<file path="src/rtl/step_dir_pkg.sv">
// Purpose: Shared constants and types for the step/direction front end.
// Assumes: 200 MHz core clock.
// Notes:   Register map is byte addressed, one 32-bit word per register.
package step_dir_pkg;

  // ****************************************
  // Timing
  // ****************************************
  localparam int CLK_HZ    = 200_000_000;
  localparam int FLASH_MS  = 250;
  localparam int PAUSE_MS  = 2000;
  localparam int FLASH_CYC = FLASH_MS * (CLK_HZ / 1000);
  localparam int PAUSE_CYC = PAUSE_MS * (CLK_HZ / 1000);

  // ****************************************
  // Register map
  // ****************************************
  localparam logic [7:0] ADR_CTRL    = 8'h00;
  localparam logic [7:0] ADR_STATUS  = 8'h04;
  localparam logic [7:0] ADR_POS     = 8'h08;
  localparam logic [7:0] ADR_SPR     = 8'h0C;
  localparam logic [7:0] ADR_IRQ_ST  = 8'h10;
  localparam logic [7:0] ADR_IRQ_CLR = 8'h14;
  localparam logic [7:0] ADR_IRQ_EN  = 8'h18;
  localparam logic [7:0] ADR_FAULT   = 8'h1C;

  localparam int CTRL_POS_CLR = 0;
  localparam int CTRL_FLT_CLR = 1;
  localparam int CTRL_HOLD    = 2;
  localparam int CTRL_W       = 3;
  localparam logic [CTRL_W-1:0] CTRL_RST = 3'h0;

  localparam int IRQ_STEP = 0;
  localparam int IRQ_FLT  = 1;
  localparam int IRQ_REV  = 2;
  localparam int IRQ_W    = 3;
  localparam logic [IRQ_W-1:0] IRQ_RST = 3'h0;

  localparam int NUM_FAULTS = 5;
  localparam logic [NUM_FAULTS-1:0] FAULT_RST = 5'h00;
  localparam logic [15:0] DEFAULT_SPR = 16'h0FA0;

  typedef enum logic [1:0] {
    FL_IDLE  = 2'b00,
    FL_ON    = 2'b01,
    FL_OFF   = 2'b10,
    FL_PAUSE = 2'b11
  } flash_state_e;

  // Index is the switch pattern with OFF read as 1, first switch the LSB.
  function automatic logic [15:0] steps_per_rev(input logic [3:0] off, input logic [15:0] dflt);
    logic [15:0] r;
    r = dflt;
    unique case (off)
      4'h0: r = dflt;
      4'h1: r = 16'h0320;
      4'h2: r = 16'h0640;
      4'h3: r = 16'h0C80;
      4'h4: r = 16'h1900;
      4'h5: r = 16'h3200;
      4'h6: r = 16'h6400;
      4'h7: r = 16'hC800;
      4'h8: r = 16'h03E8;
      4'h9: r = 16'h07D0;
      4'hA: r = 16'h0FA0;
      4'hB: r = 16'h1388;
      4'hC: r = 16'h1F40;
      4'hD: r = 16'h2710;
      4'hE: r = 16'h4E20;
      4'hF: r = 16'h9C40;
    endcase
    return r;
  endfunction

endpackage

</file>
<file path="src/rtl/step_tracker.sv">
// Purpose: Counts qualified step edges into a commanded position.
// Assumes: Pulse and direction inputs already synchronous to clk_i.
// Notes:   Phase wraps within one revolution at the selected resolution.
`timescale 1ns/100ps
`default_nettype none
module step_tracker #(
  parameter int POS_W = 32
) (
  input  wire logic             clk_i,
  input  wire logic             rst_i,
  input  wire logic             pulse_i,
  input  wire logic             dir_i,
  input  wire logic             sense_i,
  input  wire logic             edge_sel_i,
  input  wire logic             run_i,
  input  wire logic             pos_clr_i,
  input  wire logic [15:0]      spr_i,
  output logic      [POS_W-1:0] pos_o,
  output logic      [15:0]      phase_o,
  output logic                  step_o,
  output logic                  rev_o,
  output logic                  cw_o
);
  import step_dir_pkg::*;

  if (POS_W < 16) begin : g_chk
    $error("POS_W must be at least 16");
  end

  logic prev_q;
  logic armed_q;
  logic hit;
  logic cw;

  // The first sample after reset only arms the detector, so a level held at release is no edge.
  assign hit = armed_q & (edge_sel_i ? (prev_q & ~pulse_i) : (~prev_q & pulse_i));
  assign cw  = ~(dir_i ^ sense_i);

  always_ff @(posedge clk_i) begin
    if (rst_i) begin
      prev_q  <= 1'b0;
      armed_q <= 1'b0;
    end else begin
      prev_q  <= pulse_i;
      armed_q <= 1'b1;
    end
  end

  always_ff @(posedge clk_i) begin
    if (rst_i) begin
      pos_o   <= '0;
      phase_o <= 16'h0000;
      step_o  <= 1'b0;
      rev_o   <= 1'b0;
      cw_o    <= 1'b0;
    end else begin
      step_o <= hit & run_i;
      rev_o  <= 1'b0;
      cw_o   <= cw;
      if (pos_clr_i) begin
        pos_o   <= '0;
        phase_o <= 16'h0000;
      end else if (hit && run_i) begin
        if (cw) begin
          pos_o <= pos_o + POS_W'(1);
          if (phase_o >= spr_i - 16'h0001) begin
            phase_o <= 16'h0000;
            rev_o   <= 1'b1;
          end else begin
            phase_o <= phase_o + 16'h0001;
          end
        end else begin
          pos_o <= pos_o - POS_W'(1);
          if (phase_o == 16'h0000 || phase_o >= spr_i) begin
            phase_o <= spr_i - 16'h0001;
            rev_o   <= 1'b1;
          end else begin
            phase_o <= phase_o - 16'h0001;
          end
        end
      end
    end
  end
endmodule
`default_nettype wire

</file>
<file path="src/rtl/fault_flasher.sv">
// Purpose: Flashes the red LED a fault's count of times, then pauses.
// Assumes: code_i is 0 for no fault, otherwise the flash count.
// Notes:   The code is latched per group so a change never splits a group.
`timescale 1ns/100ps
`default_nettype none
module fault_flasher #(
  parameter int FLASH_CYC = 50_000_000,
  parameter int PAUSE_CYC = 400_000_000
) (
  input  wire logic       clk_i,
  input  wire logic       rst_i,
  input  wire logic [2:0] code_i,
  output logic            led_o
);
  import step_dir_pkg::*;

  localparam int CW = $clog2(PAUSE_CYC + 1);

  if (FLASH_CYC < 1 || PAUSE_CYC < FLASH_CYC) begin : g_chk
    $error("need 1 <= FLASH_CYC <= PAUSE_CYC");
  end

  flash_state_e  state_q;
  logic [CW-1:0] cnt_q;
  logic [2:0]    left_q;

  always_ff @(posedge clk_i) begin
    if (rst_i) begin
      state_q <= FL_IDLE;
      cnt_q   <= '0;
      left_q  <= 3'h0;
      led_o   <= 1'b0;
    end else begin
      cnt_q <= cnt_q + CW'(1);
      unique case (state_q)
        FL_IDLE: begin
          cnt_q <= '0;
          if (code_i != 3'h0) begin
            left_q  <= code_i;
            state_q <= FL_ON;
            led_o   <= 1'b1;
          end
        end
        FL_ON: if (cnt_q == CW'(FLASH_CYC - 1)) begin
          cnt_q   <= '0;
          state_q <= FL_OFF;
          led_o   <= 1'b0;
          left_q  <= left_q - 3'h1;
        end
        FL_OFF: if (cnt_q == CW'(FLASH_CYC - 1)) begin
          cnt_q <= '0;
          if (left_q == 3'h0) begin
            state_q <= FL_PAUSE;
          end else begin
            state_q <= FL_ON;
            led_o   <= 1'b1;
          end
        end
        FL_PAUSE: if (cnt_q == CW'(PAUSE_CYC - 1)) begin
          cnt_q   <= '0;
          state_q <= FL_IDLE;
        end
      endcase
    end
  end
endmodule
`default_nettype wire

</file>
<file path="src/rtl/step_dir_fault_top.sv">
// Purpose: Step/direction command front end with fault flash reporting.
// Assumes: All pins synchronous to clk_i; switch inputs are 1 when ON.
// Notes:   Registers reached over classic Wishbone, one word per register.
//
// Summary of operation
// - Four resolution switches pick steps per revolution; all on gives default.
// - Edge switch off counts rising step edges; on counts trailing edges.
// - Direction switch off means counter-clockwise for a high direction level; on means clockwise.
// - Overcurrent fault shows as one red flash per group.
// - Voltage reference fault shows as two red flashes per group.
// - Stored parameter load fault shows as three red flashes per group.
// - Overvoltage fault shows as four red flashes per group.
// - Position following error shows as five red flashes per group.
// - An unconnected enable input pair leaves the drive enabled.
`timescale 1ns/100ps
`default_nettype none
module step_dir_fault_top #(
  parameter int          POS_W     = 32,
  parameter int          FLASH_CYC = step_dir_pkg::FLASH_CYC,
  parameter int          PAUSE_CYC = step_dir_pkg::PAUSE_CYC,
  parameter logic [15:0] DFLT_SPR  = step_dir_pkg::DEFAULT_SPR
) (
  input  wire logic                              clk_i,
  input  wire logic                              rst_i,
  // Wishbone classic slave.
  input  wire logic                              wb_cyc_i,
  input  wire logic                              wb_stb_i,
  input  wire logic                              wb_we_i,
  input  wire logic [7:0]                        wb_adr_i,
  input  wire logic [3:0]                        wb_sel_i,
  input  wire logic [31:0]                       wb_dat_i,
  output logic      [31:0]                       wb_dat_o,
  output logic                                   wb_ack_o,
  // Command pins and switches.
  input  wire logic                              step_pulse_in_i,
  input  wire logic                              direction_i,
  input  wire logic                              drive_enable_in_i,
  input  wire logic                              edge_select_switch_i,
  input  wire logic                              direction_sense_switch_i,
  input  wire logic [3:0]                        resolution_switch_i,
  // Fault sources from the servo and power sections.
  input  wire logic [step_dir_pkg::NUM_FAULTS-1:0] fault_i,
  // Outputs toward the servo loop and the panel.
  output logic      [POS_W-1:0]                  position_o,
  output logic                                   step_o,
  output logic                                   motor_cw_o,
  output logic                                   drive_enabled_o,
  output logic                                   fault_output_o,
  output logic                                   led_red_o,
  output logic                                   irq_o
);
  import step_dir_pkg::*;

  if (POS_W < 16 || POS_W > 32) begin : g_chk
    $error("POS_W must be 16 to 32");
  end

  // ****************************************
  // Declarations
  // ****************************************
  logic [CTRL_W-1:0]     ctrl_q;
  logic [IRQ_W-1:0]      irq_st_q;
  logic [IRQ_W-1:0]      irq_en_q;
  logic [NUM_FAULTS-1:0] fault_q;
  logic [15:0]           spr_q;
  logic                  ack_q;
  logic [31:0]           rdat_q;
  logic                  req;
  logic                  wr;
  logic [31:0]           wmask;
  logic [31:0]           wval;
  logic                  pos_clr;
  logic                  flt_clr;
  logic                  run;
  logic [2:0]            code;
  logic [15:0]           phase;
  logic                  step_ev;
  logic                  rev_ev;
  logic                  flt_ev;
  logic [IRQ_W-1:0]      irq_set;
  logic [IRQ_W-1:0]      irq_clr;

  // ****************************************
  // Wishbone access
  // ****************************************
  // One wait state: ack rises the cycle after the strobe and drops the next.
  assign req = wb_cyc_i & wb_stb_i & ~ack_q;
  assign wr  = req & wb_we_i;

  // Byte enables become a bit mask so partial writes leave other lanes alone.
  always_comb begin
    for (int i = 0; i < 4; i++) begin
      wmask[i*8 +: 8] = {8{wb_sel_i[i]}};
    end
    wval = wb_dat_i & wmask;
  end

  always_ff @(posedge clk_i) begin
    if (rst_i) begin
      ack_q <= 1'b0;
    end else begin
      ack_q <= req;
    end
  end

  assign wb_ack_o = ack_q;
  assign wb_dat_o = rdat_q;

  // ****************************************
  // Control and command strobes
  // ****************************************
  assign pos_clr = wr && (wb_adr_i == ADR_CTRL) && wval[CTRL_POS_CLR];
  assign flt_clr = wr && (wb_adr_i == ADR_CTRL) && wval[CTRL_FLT_CLR];

  always_ff @(posedge clk_i) begin
    if (rst_i) begin
      ctrl_q <= CTRL_RST;
    end else if (wr && wb_adr_i == ADR_CTRL && wb_sel_i[0]) begin
      // Clear bits are strobes; only the hold bit is stored.
      ctrl_q <= {wb_dat_i[CTRL_HOLD], 2'b00};
    end
  end

  always_ff @(posedge clk_i) begin
    if (rst_i) begin
      irq_en_q <= IRQ_RST;
    end else if (wr && wb_adr_i == ADR_IRQ_EN && wb_sel_i[0]) begin
      irq_en_q <= wb_dat_i[IRQ_W-1:0];
    end
  end

  // ****************************************
  // Resolution and enable
  // ****************************************
  // Switch settings are re-read every cycle so a change applies at the next step.
  always_ff @(posedge clk_i) begin
    if (rst_i) begin
      spr_q <= DFLT_SPR;
    end else begin
      spr_q <= steps_per_rev(~resolution_switch_i, DFLT_SPR);
    end
  end

  // Current through the enable pair disables; a floating pair carries none.
  assign run = ~drive_enable_in_i & ~ctrl_q[CTRL_HOLD];

  always_ff @(posedge clk_i) begin
    if (rst_i) begin
      drive_enabled_o <= 1'b0;
    end else begin
      drive_enabled_o <= run;
    end
  end

  // ****************************************
  // Step tracking
  // ****************************************
  step_tracker #(
    .POS_W (POS_W)
  ) u_track (
    .clk_i      (clk_i),
    .rst_i      (rst_i),
    .pulse_i    (step_pulse_in_i),
    .dir_i      (direction_i),
    .sense_i    (direction_sense_switch_i),
    .edge_sel_i (edge_select_switch_i),
    .run_i      (run),
    .pos_clr_i  (pos_clr),
    .spr_i      (spr_q),
    .pos_o      (position_o),
    .phase_o    (phase),
    .step_o     (step_ev),
    .rev_o      (rev_ev),
    .cw_o       (motor_cw_o)
  );

  assign step_o = step_ev;

  // ****************************************
  // Faults
  // ****************************************
  // Fault bits are sticky; a source still active re-sets its bit over a clear.
  assign flt_ev = |(fault_i & ~fault_q);

  always_ff @(posedge clk_i) begin
    if (rst_i) begin
      fault_q <= FAULT_RST;
    end else if (flt_clr) begin
      fault_q <= fault_i;
    end else begin
      fault_q <= fault_q | fault_i;
    end
  end

  // Lowest index wins so the most urgent fault is the one flashed.
  always_comb begin
    code = 3'h0;
    for (int i = NUM_FAULTS - 1; i >= 0; i--) begin
      if (fault_q[i]) begin
        code = 3'(i + 1);
      end
    end
  end

  always_ff @(posedge clk_i) begin
    if (rst_i) begin
      fault_output_o <= 1'b0;
    end else begin
      fault_output_o <= |fault_q;
    end
  end

  fault_flasher #(
    .FLASH_CYC (FLASH_CYC),
    .PAUSE_CYC (PAUSE_CYC)
  ) u_flash (
    .clk_i  (clk_i),
    .rst_i  (rst_i),
    .code_i (code),
    .led_o  (led_red_o)
  );

  // ****************************************
  // Interrupts
  // ****************************************
  assign irq_set = {rev_ev, flt_ev, step_ev};
  assign irq_clr = (wr && wb_adr_i == ADR_IRQ_CLR && wb_sel_i[0]) ? wb_dat_i[IRQ_W-1:0] : '0;

  // A set in the same cycle as its clear keeps the bit, so no event is lost.
  always_ff @(posedge clk_i) begin
    if (rst_i) begin
      irq_st_q <= IRQ_RST;
    end else begin
      irq_st_q <= (irq_st_q & ~irq_clr) | irq_set;
    end
  end

  always_ff @(posedge clk_i) begin
    if (rst_i) begin
      irq_o <= 1'b0;
    end else begin
      irq_o <= |(irq_st_q & irq_en_q);
    end
  end

  // ****************************************
  // Read data
  // ****************************************
  always_ff @(posedge clk_i) begin
    if (rst_i) begin
      rdat_q <= 32'h0000_0000;
    end else if (req && !wb_we_i) begin
      unique case (wb_adr_i)
        ADR_CTRL:    rdat_q <= {29'h0, ctrl_q};
        ADR_STATUS:  rdat_q <= {24'h0, code, led_red_o, motor_cw_o,
                                fault_output_o, drive_enabled_o, run};
        ADR_POS:     rdat_q <= 32'(position_o);
        ADR_SPR:     rdat_q <= {phase, spr_q};
        ADR_IRQ_ST:  rdat_q <= {29'h0, irq_st_q};
        ADR_IRQ_EN:  rdat_q <= {29'h0, irq_en_q};
        ADR_FAULT:   rdat_q <= {27'h0, fault_q};
        default:     rdat_q <= 32'h0000_0000;
      endcase
    end
  end

endmodule
`default_nettype wire

</file>
<file path="config.mk">
export PLATFORM = sky130hd
export DESIGN_NAME = step_dir_fault_top
export DESIGN_NICKNAME = d
export VERILOG_FILES = /design/src/rtl/step_dir_pkg.sv /design/src/rtl/step_tracker.sv /design/src/rtl/fault_flasher.sv /design/src/rtl/step_dir_fault_top.sv
export SDC_FILE = /design/constraint.sdc
export NUM_CORES = 1
export LEC_CHECK = 0
export BUFFER_PORTS_ARGS = -buffer_cell sky130_fd_sc_hd__buf_2
export CAP_MARGIN = 5
export CORE_AREA = 3 3 124 186
export DETAILED_ROUTE_END_ITERATION = 10
export DIE_AREA = 0 0 127 189
export HOLD_SLACK_MARGIN = 0.08
export PLACE_DENSITY = 0.64
export SKIP_CTS_REPAIR_TIMING = 1
export SLEW_MARGIN = 15
export SYNTH_ARGS = -nofsm -noshare
export SYNTH_HDL_FRONTEND = slang
export SYNTH_SLANG_ARGS = --single-unit
</file>
<file path="constraint.sdc">
create_clock -name clk_i -period 8.9 [get_ports clk_i]
set_input_delay 1.78 -clock clk_i [delete_from_list [all_inputs] [get_ports clk_i]]
set_output_delay 1.78 -clock clk_i [all_outputs]
set_load 0.01 [all_outputs]
</file>
==> run_summary.xml, run 1 <==
<?xml version="1.0" encoding="UTF-8"?>
<metrics>
  <group name="outcome">
    <metric name="run_status" unit="">finished, final reports clean</metric>
  </group>
  <group name="worst_setup_path">
    <metric name="setup.worst_path.start_class" unit="">input port</metric>
    <metric name="critical_path_arrival" unit="ns">5.18</metric>
    <metric name="rr_worst_depth" unit="">14</metric>
    <metric name="worst-setup-path-type" unit="">in -&gt; reg</metric>
    <metric name="max_fo_critical_path" unit="">36</metric>
    <metric name="worstSetupEndpointType" unit="">flip-flop</metric>
    <metric name="critical_path_required" unit="ns">9.18</metric>
  </group>
  <group name="hold_path">
    <metric name="class_of_the_most_critical_hold_timing_path" unit="">reg -&gt; reg</metric>
    <metric name="whs_path_depth" unit="">1</metric>
  </group>
  <group name="clock_network">
    <metric name="clock_sink_count" unit="">149</metric>
    <metric name="clock-root-buffer" unit="">clkbuf_16</metric>
    <metric name="tritoncts.num_buffers" unit="">17</metric>
    <metric name="worst_skew_pair.late_latency" unit="ns">0.43</metric>
    <metric name="clock_tree.buffer_depth" unit="">2</metric>
    <metric name="tritoncts" unit="">done</metric>
    <metric name="cts.reportedPaths.clkPinSlew" unit="ns">0.06</metric>
    <metric name="htree_num_levels" unit="">4</metric>
  </group>
  <group name="cells_and_area">
    <metric name="finish.cell_count_without_fillers" unit="">1563</metric>
    <metric name="layout.nets" unit="">1418</metric>
    <metric name="drive_above_1_share" unit="">0.132</metric>
    <metric name="fillCellCount" unit="">2180</metric>
    <metric name="layout.area.seq" unit="µm²">2980</metric>
    <metric name="area.growth.synth_to_final" unit="%">12.4</metric>
    <metric name="antenna-diode-count" unit="">0</metric>
    <metric name="area_of_the_multi_input_gates" unit="µm²">6180</metric>
  </group>
  <group name="floorplanning">
    <metric name="die-height" unit="µm">189</metric>
    <metric name="initial_utilization" unit="">0.445</metric>
    <metric name="io-pin-count" unit="">134</metric>
    <metric name="die_area" unit="µm²">24000</metric>
    <metric name="placement_rows" unit="">66</metric>
    <metric name="die_width" unit="µm">127</metric>
    <metric name="fp.coreArea" unit="µm²">21600</metric>
  </group>
  <group name="timing">
    <metric name="whs" unit="ns">0.442</metric>
    <metric name="skew" unit="ns">0.00638</metric>
    <metric name="final_min_period_over_clock_period" unit="">0.551</metric>
    <metric name="layout_min_cycle_time" unit="ns">4.91</metric>
    <metric name="max_freq" unit="GHz">0.204</metric>
    <metric name="setup_violations" unit="">0</metric>
    <metric name="slew_headroom" unit="">0.375</metric>
    <metric name="setup_tns" unit="ns">0</metric>
    <metric name="tightestPinTransition" unit="ns">0.936</metric>
    <metric name="rsz0062_at_grt" unit="">false</metric>
    <metric name="report.final.hold_viol_count" unit="">0</metric>
    <metric name="final-max-slew-violation-count" unit="">0</metric>
  </group>
  <group name="logic_synthesis">
    <metric name="top_cell_type_s_share_of_synthesized_area" unit="">0.310</metric>
    <metric name="asyncSetResetFlopFracSynth" unit="">0</metric>
    <metric name="yosysWarningCount" unit="">0</metric>
    <metric name="synth-simple-area-share" unit="">0.234</metric>
    <metric name="synth.area.mux_share" unit="">0.0214</metric>
    <metric name="syn-cell-area" unit="µm²">9630</metric>
    <metric name="synth.cells.most_frequent" unit="">nor2_1 (150), dfxtp_1 (149), nand2_1 (123)</metric>
    <metric name="synth_cells" unit="">1220</metric>
    <metric name="avgSynthCellArea" unit="µm²">7.89</metric>
    <metric name="main_combinational_cell_family_by_area_after_synthesis" unit="">simple AND/OR/NAND/NOR gates</metric>
    <metric name="syn_nets" unit="">1357</metric>
    <metric name="synth_top_flop_cell" unit="">dfxtp_1</metric>
    <metric name="synth_compound_area_frac" unit="">0.227</metric>
    <metric name="synth_sequential_area_ratio" unit="">0.310</metric>
    <metric name="synth_edf_count" unit="">0</metric>
    <metric name="yosys.cell_count.top_type" unit="">nor2_1</metric>
    <metric name="post_synth_xor_area_fraction" unit="">0.0609</metric>
    <metric name="synth_area_leaders" unit="">dfxtp_1 (31%), ha_1 (9.5%), nor2_1 (5.8%), a21oi_1 (5.3%), nand2_1 (4.8%)</metric>
    <metric name="seq_cells_post_synth" unit="">149</metric>
    <metric name="yosysTopAreaCell" unit="">dfxtp_1</metric>
    <metric name="synth_cell_types" unit="">81</metric>
    <metric name="yosys.area_share.adder" unit="">0.0969</metric>
  </group>
  <group name="routing">
    <metric name="detail_route.wl_per_cell" unit="µm">18.4</metric>
    <metric name="drcViolationCount" unit="">0</metric>
    <metric name="first_pass_iters" unit="">5</metric>
    <metric name="drt_wl_total" unit="µm">28800</metric>
    <metric name="ant_nets" unit="">0</metric>
    <metric name="first_iter_violations" unit="">698</metric>
    <metric name="routed-via-count" unit="">9199</metric>
    <metric name="route.detailed.vias_per_inst" unit="">5.89</metric>
  </group>
  <group name="power_and_ir_drop">
    <metric name="leakagePower" unit="nW">4.50</metric>
    <metric name="switchingPower" unit="mW">0.810</metric>
    <metric name="peakVddDrop" unit="µV">158</metric>
    <metric name="intPower" unit="mW">1.40</metric>
    <metric name="power.share.combinational" unit="">0.319</metric>
    <metric name="swShare" unit="">0.367</metric>
    <metric name="total_power" unit="mW">2.21</metric>
    <metric name="powerDensity" unit="nW/µm²">204</metric>
    <metric name="clock_power_share" unit="">0.322</metric>
    <metric name="power.share.sequential" unit="">0.359</metric>
  </group>
  <group name="place">
    <metric name="numPlacedInstances" unit="">1534</metric>
    <metric name="gp_congestion" unit="">0.918</metric>
    <metric name="place.port_buffers" unit="">101</metric>
    <metric name="dpl.hpwl" unit="µm">21100</metric>
  </group>
  <group name="grt">
    <metric name="vias_in_the_first_global_route" unit="">8783</metric>
    <metric name="maximum_number_of_pins_on_one_net_before_global_route_repair" unit="">69</metric>
    <metric name="grt_antenna_before_repair" unit="">0</metric>
    <metric name="grt_pass1_wl" unit="µm">46300</metric>
    <metric name="total_global_routing_overflow" unit="">0</metric>
    <metric name="globalRouteTotalUtil" unit="">0.239</metric>
  </group>
  <group name="job">
    <metric name="drv.max_cap_violation_count" unit="">0</metric>
  </group>
</metrics>
-- cells in the final DEF (no fill, tap or decap), types with 40 or more instances in the layout --
| master | count |
|---|---|
| buf_2 | 101 |
| a21oi_1 | 102 |
| ha_1 | 73 |
| nor2_1 | 147 |
| xnor2_1 | 40 |
| nand2_1 | 123 |
| inv_1 | 48 |
| a22oi_1 | 42 |
| o21ai_0 | 50 |
| nand3_1 | 45 |
| dfxtp_1 | 149 |
-- critical path: stages --
cell and delay (ns):
buf_2 0.10, xnor2_1 0.41, clkinv_1 0.28, buf_4 0.33
fa_1 0.46, a21oi_1 0.22, o2bb2ai_1 0.14, o31ai_2 0.45
o31ai_2 0.18, a211oi_1 0.39, nor2_1 0.14, mux2i_1 0.18
a21oi_1 0.08
-- path summary, 6_finish.rpt --
path | start | end | slack [ns]
worst max-delay path | direction_sense_switch_i | u_track.pos_o[28]$_SDFFE_PP0P_ | 3.99
worst min-delay path | u_flash.cnt_q[0]$_SDFF_PP0_ | u_flash.cnt_q[0]$_SDFF_PP0_ | 0.44
worst min register to register | u_flash.cnt_q[0]$_SDFF_PP0_ | u_flash.cnt_q[0]$_SDFF_PP0_ | 0.44
worst max register to register | spr_q[7]$_SDFF_PP1_ | u_track.phase_o[6]$_SDFFE_PP0P_ | 4.95
-- layer usage --
layer / global-route usage / share of wire
met3: 0.0381 / 0.041
met2: 0.429 / 0.51
met5: 0 / 0
met1: 0.272 / 0.40
met4: 0.117 / 0.049
-- final cells by class --
cell class / instances / share of cell area
multi-input cells: 954 / 0.571
flip-flops and latches: 149 / 0.276
repair buffers: 110 / 0.0529
clock buffers: 20 / 0.0422
well taps: 272 / 0.0314
inverters: 49 / 0.0170
clock inverters: 9 / 0.00982
-- per-stage QoR --
step	area [µm²]	setup slack (ns)	utilization
floorplan	9630	3.90	-
global placement	10300	3.60	0.474
detailed placement	10300	3.64	0.474
CTS	10800	4.07	0.500
global route	10800	3.75	0.500
finish	10800	3.99	0.500
-- cells by family after synthesis --
logic type | after synthesis
AO/OA/AOI/OAI | 329
XOR/XNOR | 67
adder cells (fa/ha/maj) | 74
buffers and inverters | 117
flip-flops | 149
multiplexers | 19
AND/OR/NAND/NOR | 465
-- power groups by stage --
stage | combinational (mW) | sequential [mW] | clock [mW]
2_1_floorplan | 0.599 | 0.757 | 0
3_3_place_gp | 0.685 | 0.805 | 0
6_report | 0.704 | 0.793 | 0.711
5_1_grt | 0.793 | 0.800 | 0.749
4_1_cts | 0.703 | 0.792 | 0.723
3_5_place_dp | 0.697 | 0.807 | 0
-- state kept, by name, summed over array words and instances, names as in the netlist --
signal,cells
u_track.pos_o,32
wb_dat_o,32
u_flash.cnt_q,29
u_track.phase_o,16
spr_q,13
fault_q,5
irq_en_q,3
irq_st_q,3
u_flash.left_q,3
u_flash.state_q,2
ctrl_q,1
drive_enabled_o,1
fault_output_o,1
irq_o,1
u_flash.led_o,1
u_track.armed_q,1
u_track.cw_o,1
u_track.prev_q,1
u_track.rev_o,1
u_track.step_o,1
wb_ack_o,1
Power figures use the tool's default switching activity.
==> run 2, diff against run 1 <==
- ABC_AREA: not set -> 1
- CORE_AREA: 3 3 124 186 -> 3 3 133 199
- DIE_AREA: 0 0 127 189 -> 0 0 136 202
- PLACE_DENSITY: 0.64 -> 0.66
- clock period: 8.9 -> 4.3 ns (I/O delays scaled with it)
==> run 2 against run 1 <==
Compared with the run above: sequential share of layout area decreased by 3.8 points; first-iteration DRC count increased by 22%; clock power increased by 140%; combinational power increased by 55%; synthesized cell count increased by 47%; sequential power increased by 93%; largest power group is now clock.
==> run_summary.xml, run 2 <==
<?xml version="1.0" encoding="UTF-8"?>
<metrics>
  <group name="outcome">
    <metric name="run_status" unit="">finished, final reports clean</metric>
  </group>
  <group name="worst_setup_path">
    <metric name="critical_path_required" unit="ns">4.61</metric>
    <metric name="setup.worst_path.start_class" unit="">flip-flop</metric>
    <metric name="worst-setup-path-type" unit="">reg -&gt; reg</metric>
    <metric name="max_fo_critical_path" unit="">13</metric>
    <metric name="regToRegSetupSlack" unit="ns">1.10</metric>
    <metric name="crit_path_top_delay_cell" unit="">dfxtp_1</metric>
    <metric name="crit_path_cell_trace" unit="">inv_1 -&gt; ha_1 -&gt; nand2_1 -&gt; nor2_1 -&gt; nand3_1 -&gt; xor2_1 -&gt; ha_1 -&gt; nand2_1 -&gt; inv_1 -&gt; nand3_1 -&gt; nor3_1 -&gt; nand2_1 -&gt; nand3_1 -&gt; buf_4 -&gt; inv_1 -&gt; a21oi_1 -&gt; a21oi_1</metric>
    <metric name="critical_path_arrival" unit="ns">3.51</metric>
    <metric name="critical-path-max-stage-delay" unit="ns">0.35</metric>
    <metric name="worstSetupEndpointType" unit="">flip-flop</metric>
  </group>
  <group name="timing">
    <metric name="layout_min_cycle_time" unit="ns">3.20</metric>
    <metric name="setup_violations" unit="">0</metric>
    <metric name="final_min_period_over_clock_period" unit="">0.743</metric>
    <metric name="max_freq" unit="GHz">0.313</metric>
    <metric name="worst_slack" unit="ns">1.10</metric>
    <metric name="skew" unit="ns">0.0121</metric>
    <metric name="slew_headroom" unit="">0.217</metric>
    <metric name="setup_tns" unit="ns">0</metric>
    <metric name="whs" unit="ns">0.461</metric>
    <metric name="final-max-slew-violation-count" unit="">0</metric>
    <metric name="report.final.hold_viol_count" unit="">0</metric>
    <metric name="rsz0062_at_grt" unit="">false</metric>
    <metric name="tightestPinTransition" unit="ns">1.17</metric>
  </group>
  <group name="logic_synthesis">
    <metric name="avgSynthCellArea" unit="µm²">6.18</metric>
    <metric name="top_cell_type_s_share_of_synthesized_area" unit="">0.269</metric>
    <metric name="seq_cells_post_synth" unit="">149</metric>
    <metric name="synth_cell_types" unit="">44</metric>
    <metric name="syn_nets" unit="">1933</metric>
    <metric name="yosysTopAreaCell" unit="">dfxtp_1</metric>
    <metric name="yosys.cell_count.top_type" unit="">nand2_1</metric>
    <metric name="synth_sequential_area_ratio" unit="">0.269</metric>
    <metric name="asyncSetResetFlopFracSynth" unit="">0</metric>
    <metric name="synth_edf_count" unit="">0</metric>
    <metric name="yosysWarningCount" unit="">0</metric>
    <metric name="synth_area_leaders" unit="">dfxtp_1 (27%), nand2_1 (17%), inv_1 (9.5%), ha_1 (8.2%), nor2_1 (6.8%)</metric>
    <metric name="synth_top_flop_cell" unit="">dfxtp_1</metric>
    <metric name="syn-cell-area" unit="µm²">11100</metric>
    <metric name="synth.cells.most_frequent" unit="">nand2_1 (488), inv_1 (281), nor2_1 (201)</metric>
    <metric name="synth_cells" unit="">1796</metric>
  </group>
  <group name="floorplanning">
    <metric name="fp.coreArea" unit="µm²">25100</metric>
    <metric name="die_area" unit="µm²">27500</metric>
    <metric name="placement_rows" unit="">71</metric>
    <metric name="die_width" unit="µm">136</metric>
    <metric name="io-pin-count" unit="">134</metric>
    <metric name="initial_utilization" unit="">0.443</metric>
    <metric name="die-height" unit="µm">202</metric>
  </group>
  <group name="routing">
    <metric name="drt_wl_total" unit="µm">35600</metric>
    <metric name="routed-via-count" unit="">11700</metric>
    <metric name="drcViolationCount" unit="">0</metric>
    <metric name="ant_nets" unit="">0</metric>
    <metric name="detail_route.wl_per_cell" unit="µm">16.0</metric>
    <metric name="route.detailed.vias_per_inst" unit="">5.26</metric>
    <metric name="first_pass_iters" unit="">6</metric>
    <metric name="first_iter_violations" unit="">853</metric>
  </group>
  <group name="place">
    <metric name="gp_congestion" unit="">0.950</metric>
    <metric name="dpl.hpwl" unit="µm">27200</metric>
    <metric name="place_area" unit="µm²">11900</metric>
    <metric name="place.port_buffers" unit="">101</metric>
    <metric name="post-place-ws" unit="ns">0.734</metric>
  </group>
  <group name="cells_and_area">
    <metric name="share_of_the_core_filled_with_cells" unit="">0.500</metric>
    <metric name="area.growth.synth_to_final" unit="%">12.9</metric>
    <metric name="drive_above_1_share" unit="">0.0987</metric>
    <metric name="layout.nets" unit="">2020</metric>
    <metric name="antenna-diode-count" unit="">0</metric>
    <metric name="final_common_cell" unit="">nand2_1</metric>
    <metric name="fin_area" unit="µm²">12500</metric>
    <metric name="mostFrequentLayoutCells" unit="">nand2_1 (488), inv_1 (281), nor2_1 (200), dfxtp_1 (149), a21oi_1 (139)</metric>
  </group>
  <group name="grt">
    <metric name="vias_in_the_first_global_route" unit="">11100</metric>
    <metric name="total_global_routing_overflow" unit="">0</metric>
    <metric name="maximum_number_of_pins_on_one_net_before_global_route_repair" unit="">57</metric>
    <metric name="globalRouteTotalUtil" unit="">0.258</metric>
    <metric name="grt_pass1_wl" unit="µm">56500</metric>
    <metric name="grt_antenna_before_repair" unit="">0</metric>
  </group>
  <group name="clock_network">
    <metric name="clock_tree.buffer_depth" unit="">2</metric>
    <metric name="cts.reportedPaths.clkPinSlew" unit="ns">0.07</metric>
    <metric name="tritoncts.num_buffers" unit="">17</metric>
    <metric name="worst_skew_pair.late_latency" unit="ns">0.43</metric>
    <metric name="tritoncts" unit="">done</metric>
    <metric name="htree_num_levels" unit="">4</metric>
    <metric name="clock_sink_count" unit="">149</metric>
    <metric name="clock-root-buffer" unit="">clkbuf_16</metric>
  </group>
  <group name="power_and_ir_drop">
    <metric name="powerDensity" unit="nW/µm²">343</metric>
    <metric name="peakVddDrop" unit="µV">295</metric>
    <metric name="leakagePower" unit="nW">6.26</metric>
  </group>
  <group name="hold_path">
    <metric name="class_of_the_most_critical_hold_timing_path" unit="">reg -&gt; reg</metric>
  </group>
  <group name="job">
    <metric name="drv.max_cap_violation_count" unit="">0</metric>
  </group>
</metrics>
-- run 2: cell types whose count changed in the layout (fill, tap and decap cells not counted), moves of 22 or more --
cell | before | now
a22o_1 | 27 | 0
inv_1 | 48 | 281
nand2_1 | 123 | 488
nor2_1 | 147 | 200
a21oi_1 | 102 | 139
nand3_1 | 45 | 131
a22oi_1 | 42 | 1
xor2_1 | 27 | 51
xnor2_1 | 40 | 11
o22ai_1 | 6 | 28
-- run 2: through the flow --
stage	power, mW	std cells
3_5_place_dp	2.64	2192
5_1_grt	4.54	2222
6_report	4.30	2222
2_1_floorplan	2.35	1796
4_1_cts	4.32	2222
3_3_place_gp	2.63	2192
-- run 2: power breakdown --
group | total [mW] | leakage, nW | internal, mW | switching, mW
logic | 1.09 | 4.75 | 0.367 | 0.724
registers | 1.53 | 1.21 | 1.45 | 0.0864
clock network | 1.68 | 0.306 | 1.05 | 0.631
total | 4.30 | 6.26 | 2.86 | 1.44
-- run 2: cells by family after synthesis --
family	count (synthesis)	share of synthesized area
AO/OA/AOI/OAI	248	0.120
buffers and inverters	330	0.115
flip-flops	149	0.269
adder cells (fa/ha/maj)	74	0.0841
XOR/XNOR	62	0.0489
AND/OR/NAND/NOR	933	0.363
-- run 2: routing by layer --
layer  wire length (µm)  up-vias  track usage
li1                   -     5912            -
met1              14200     5314        0.299
met2              18000      362        0.462
met3               1660       92       0.0374
met4               1730        0        0.120
met5                  0        -            0
-- run 2: worst paths after layout --
kind | start | to | cells past startpoint
worst min-delay path | wb_dat_o[25]$_SDFFE_PP0P_ | wb_dat_o[25]$_SDFFE_PP0P_ | 2
worst max register to register | spr_q[3]$_SDFF_PP0_ | u_track.phase_o[10]$_SDFFE_PP0P_ | 17
worst min register to register | wb_dat_o[25]$_SDFFE_PP0P_ | wb_dat_o[25]$_SDFFE_PP0P_ | 2
worst max-delay path | spr_q[3]$_SDFF_PP0_ | u_track.phase_o[10]$_SDFFE_PP0P_ | 17
-- run 2: layout make-up --
class | instances | area (µm²)
clock buffers | 19 | 443
clock inverters | 11 | 200
fillers | 2680 | 12500
inverters | 288 | 1080
multi-input cells | 1317 | 6840
flip-flops and latches | 149 | 2980
well taps | 328 | 410
repair buffers | 110 | 573
-- run 2: worst max-delay path: cells and delay by family (launching register included) --
family	cells	cell delay, ns
AO/OA/AOI/OAI	2	0.35
adder cells (fa/ha/maj)	2	0.49
flip-flops	1	0.35
buffers and inverters	4	0.49
XOR/XNOR	1	0.19
AND/OR/NAND/NOR	8	1.23
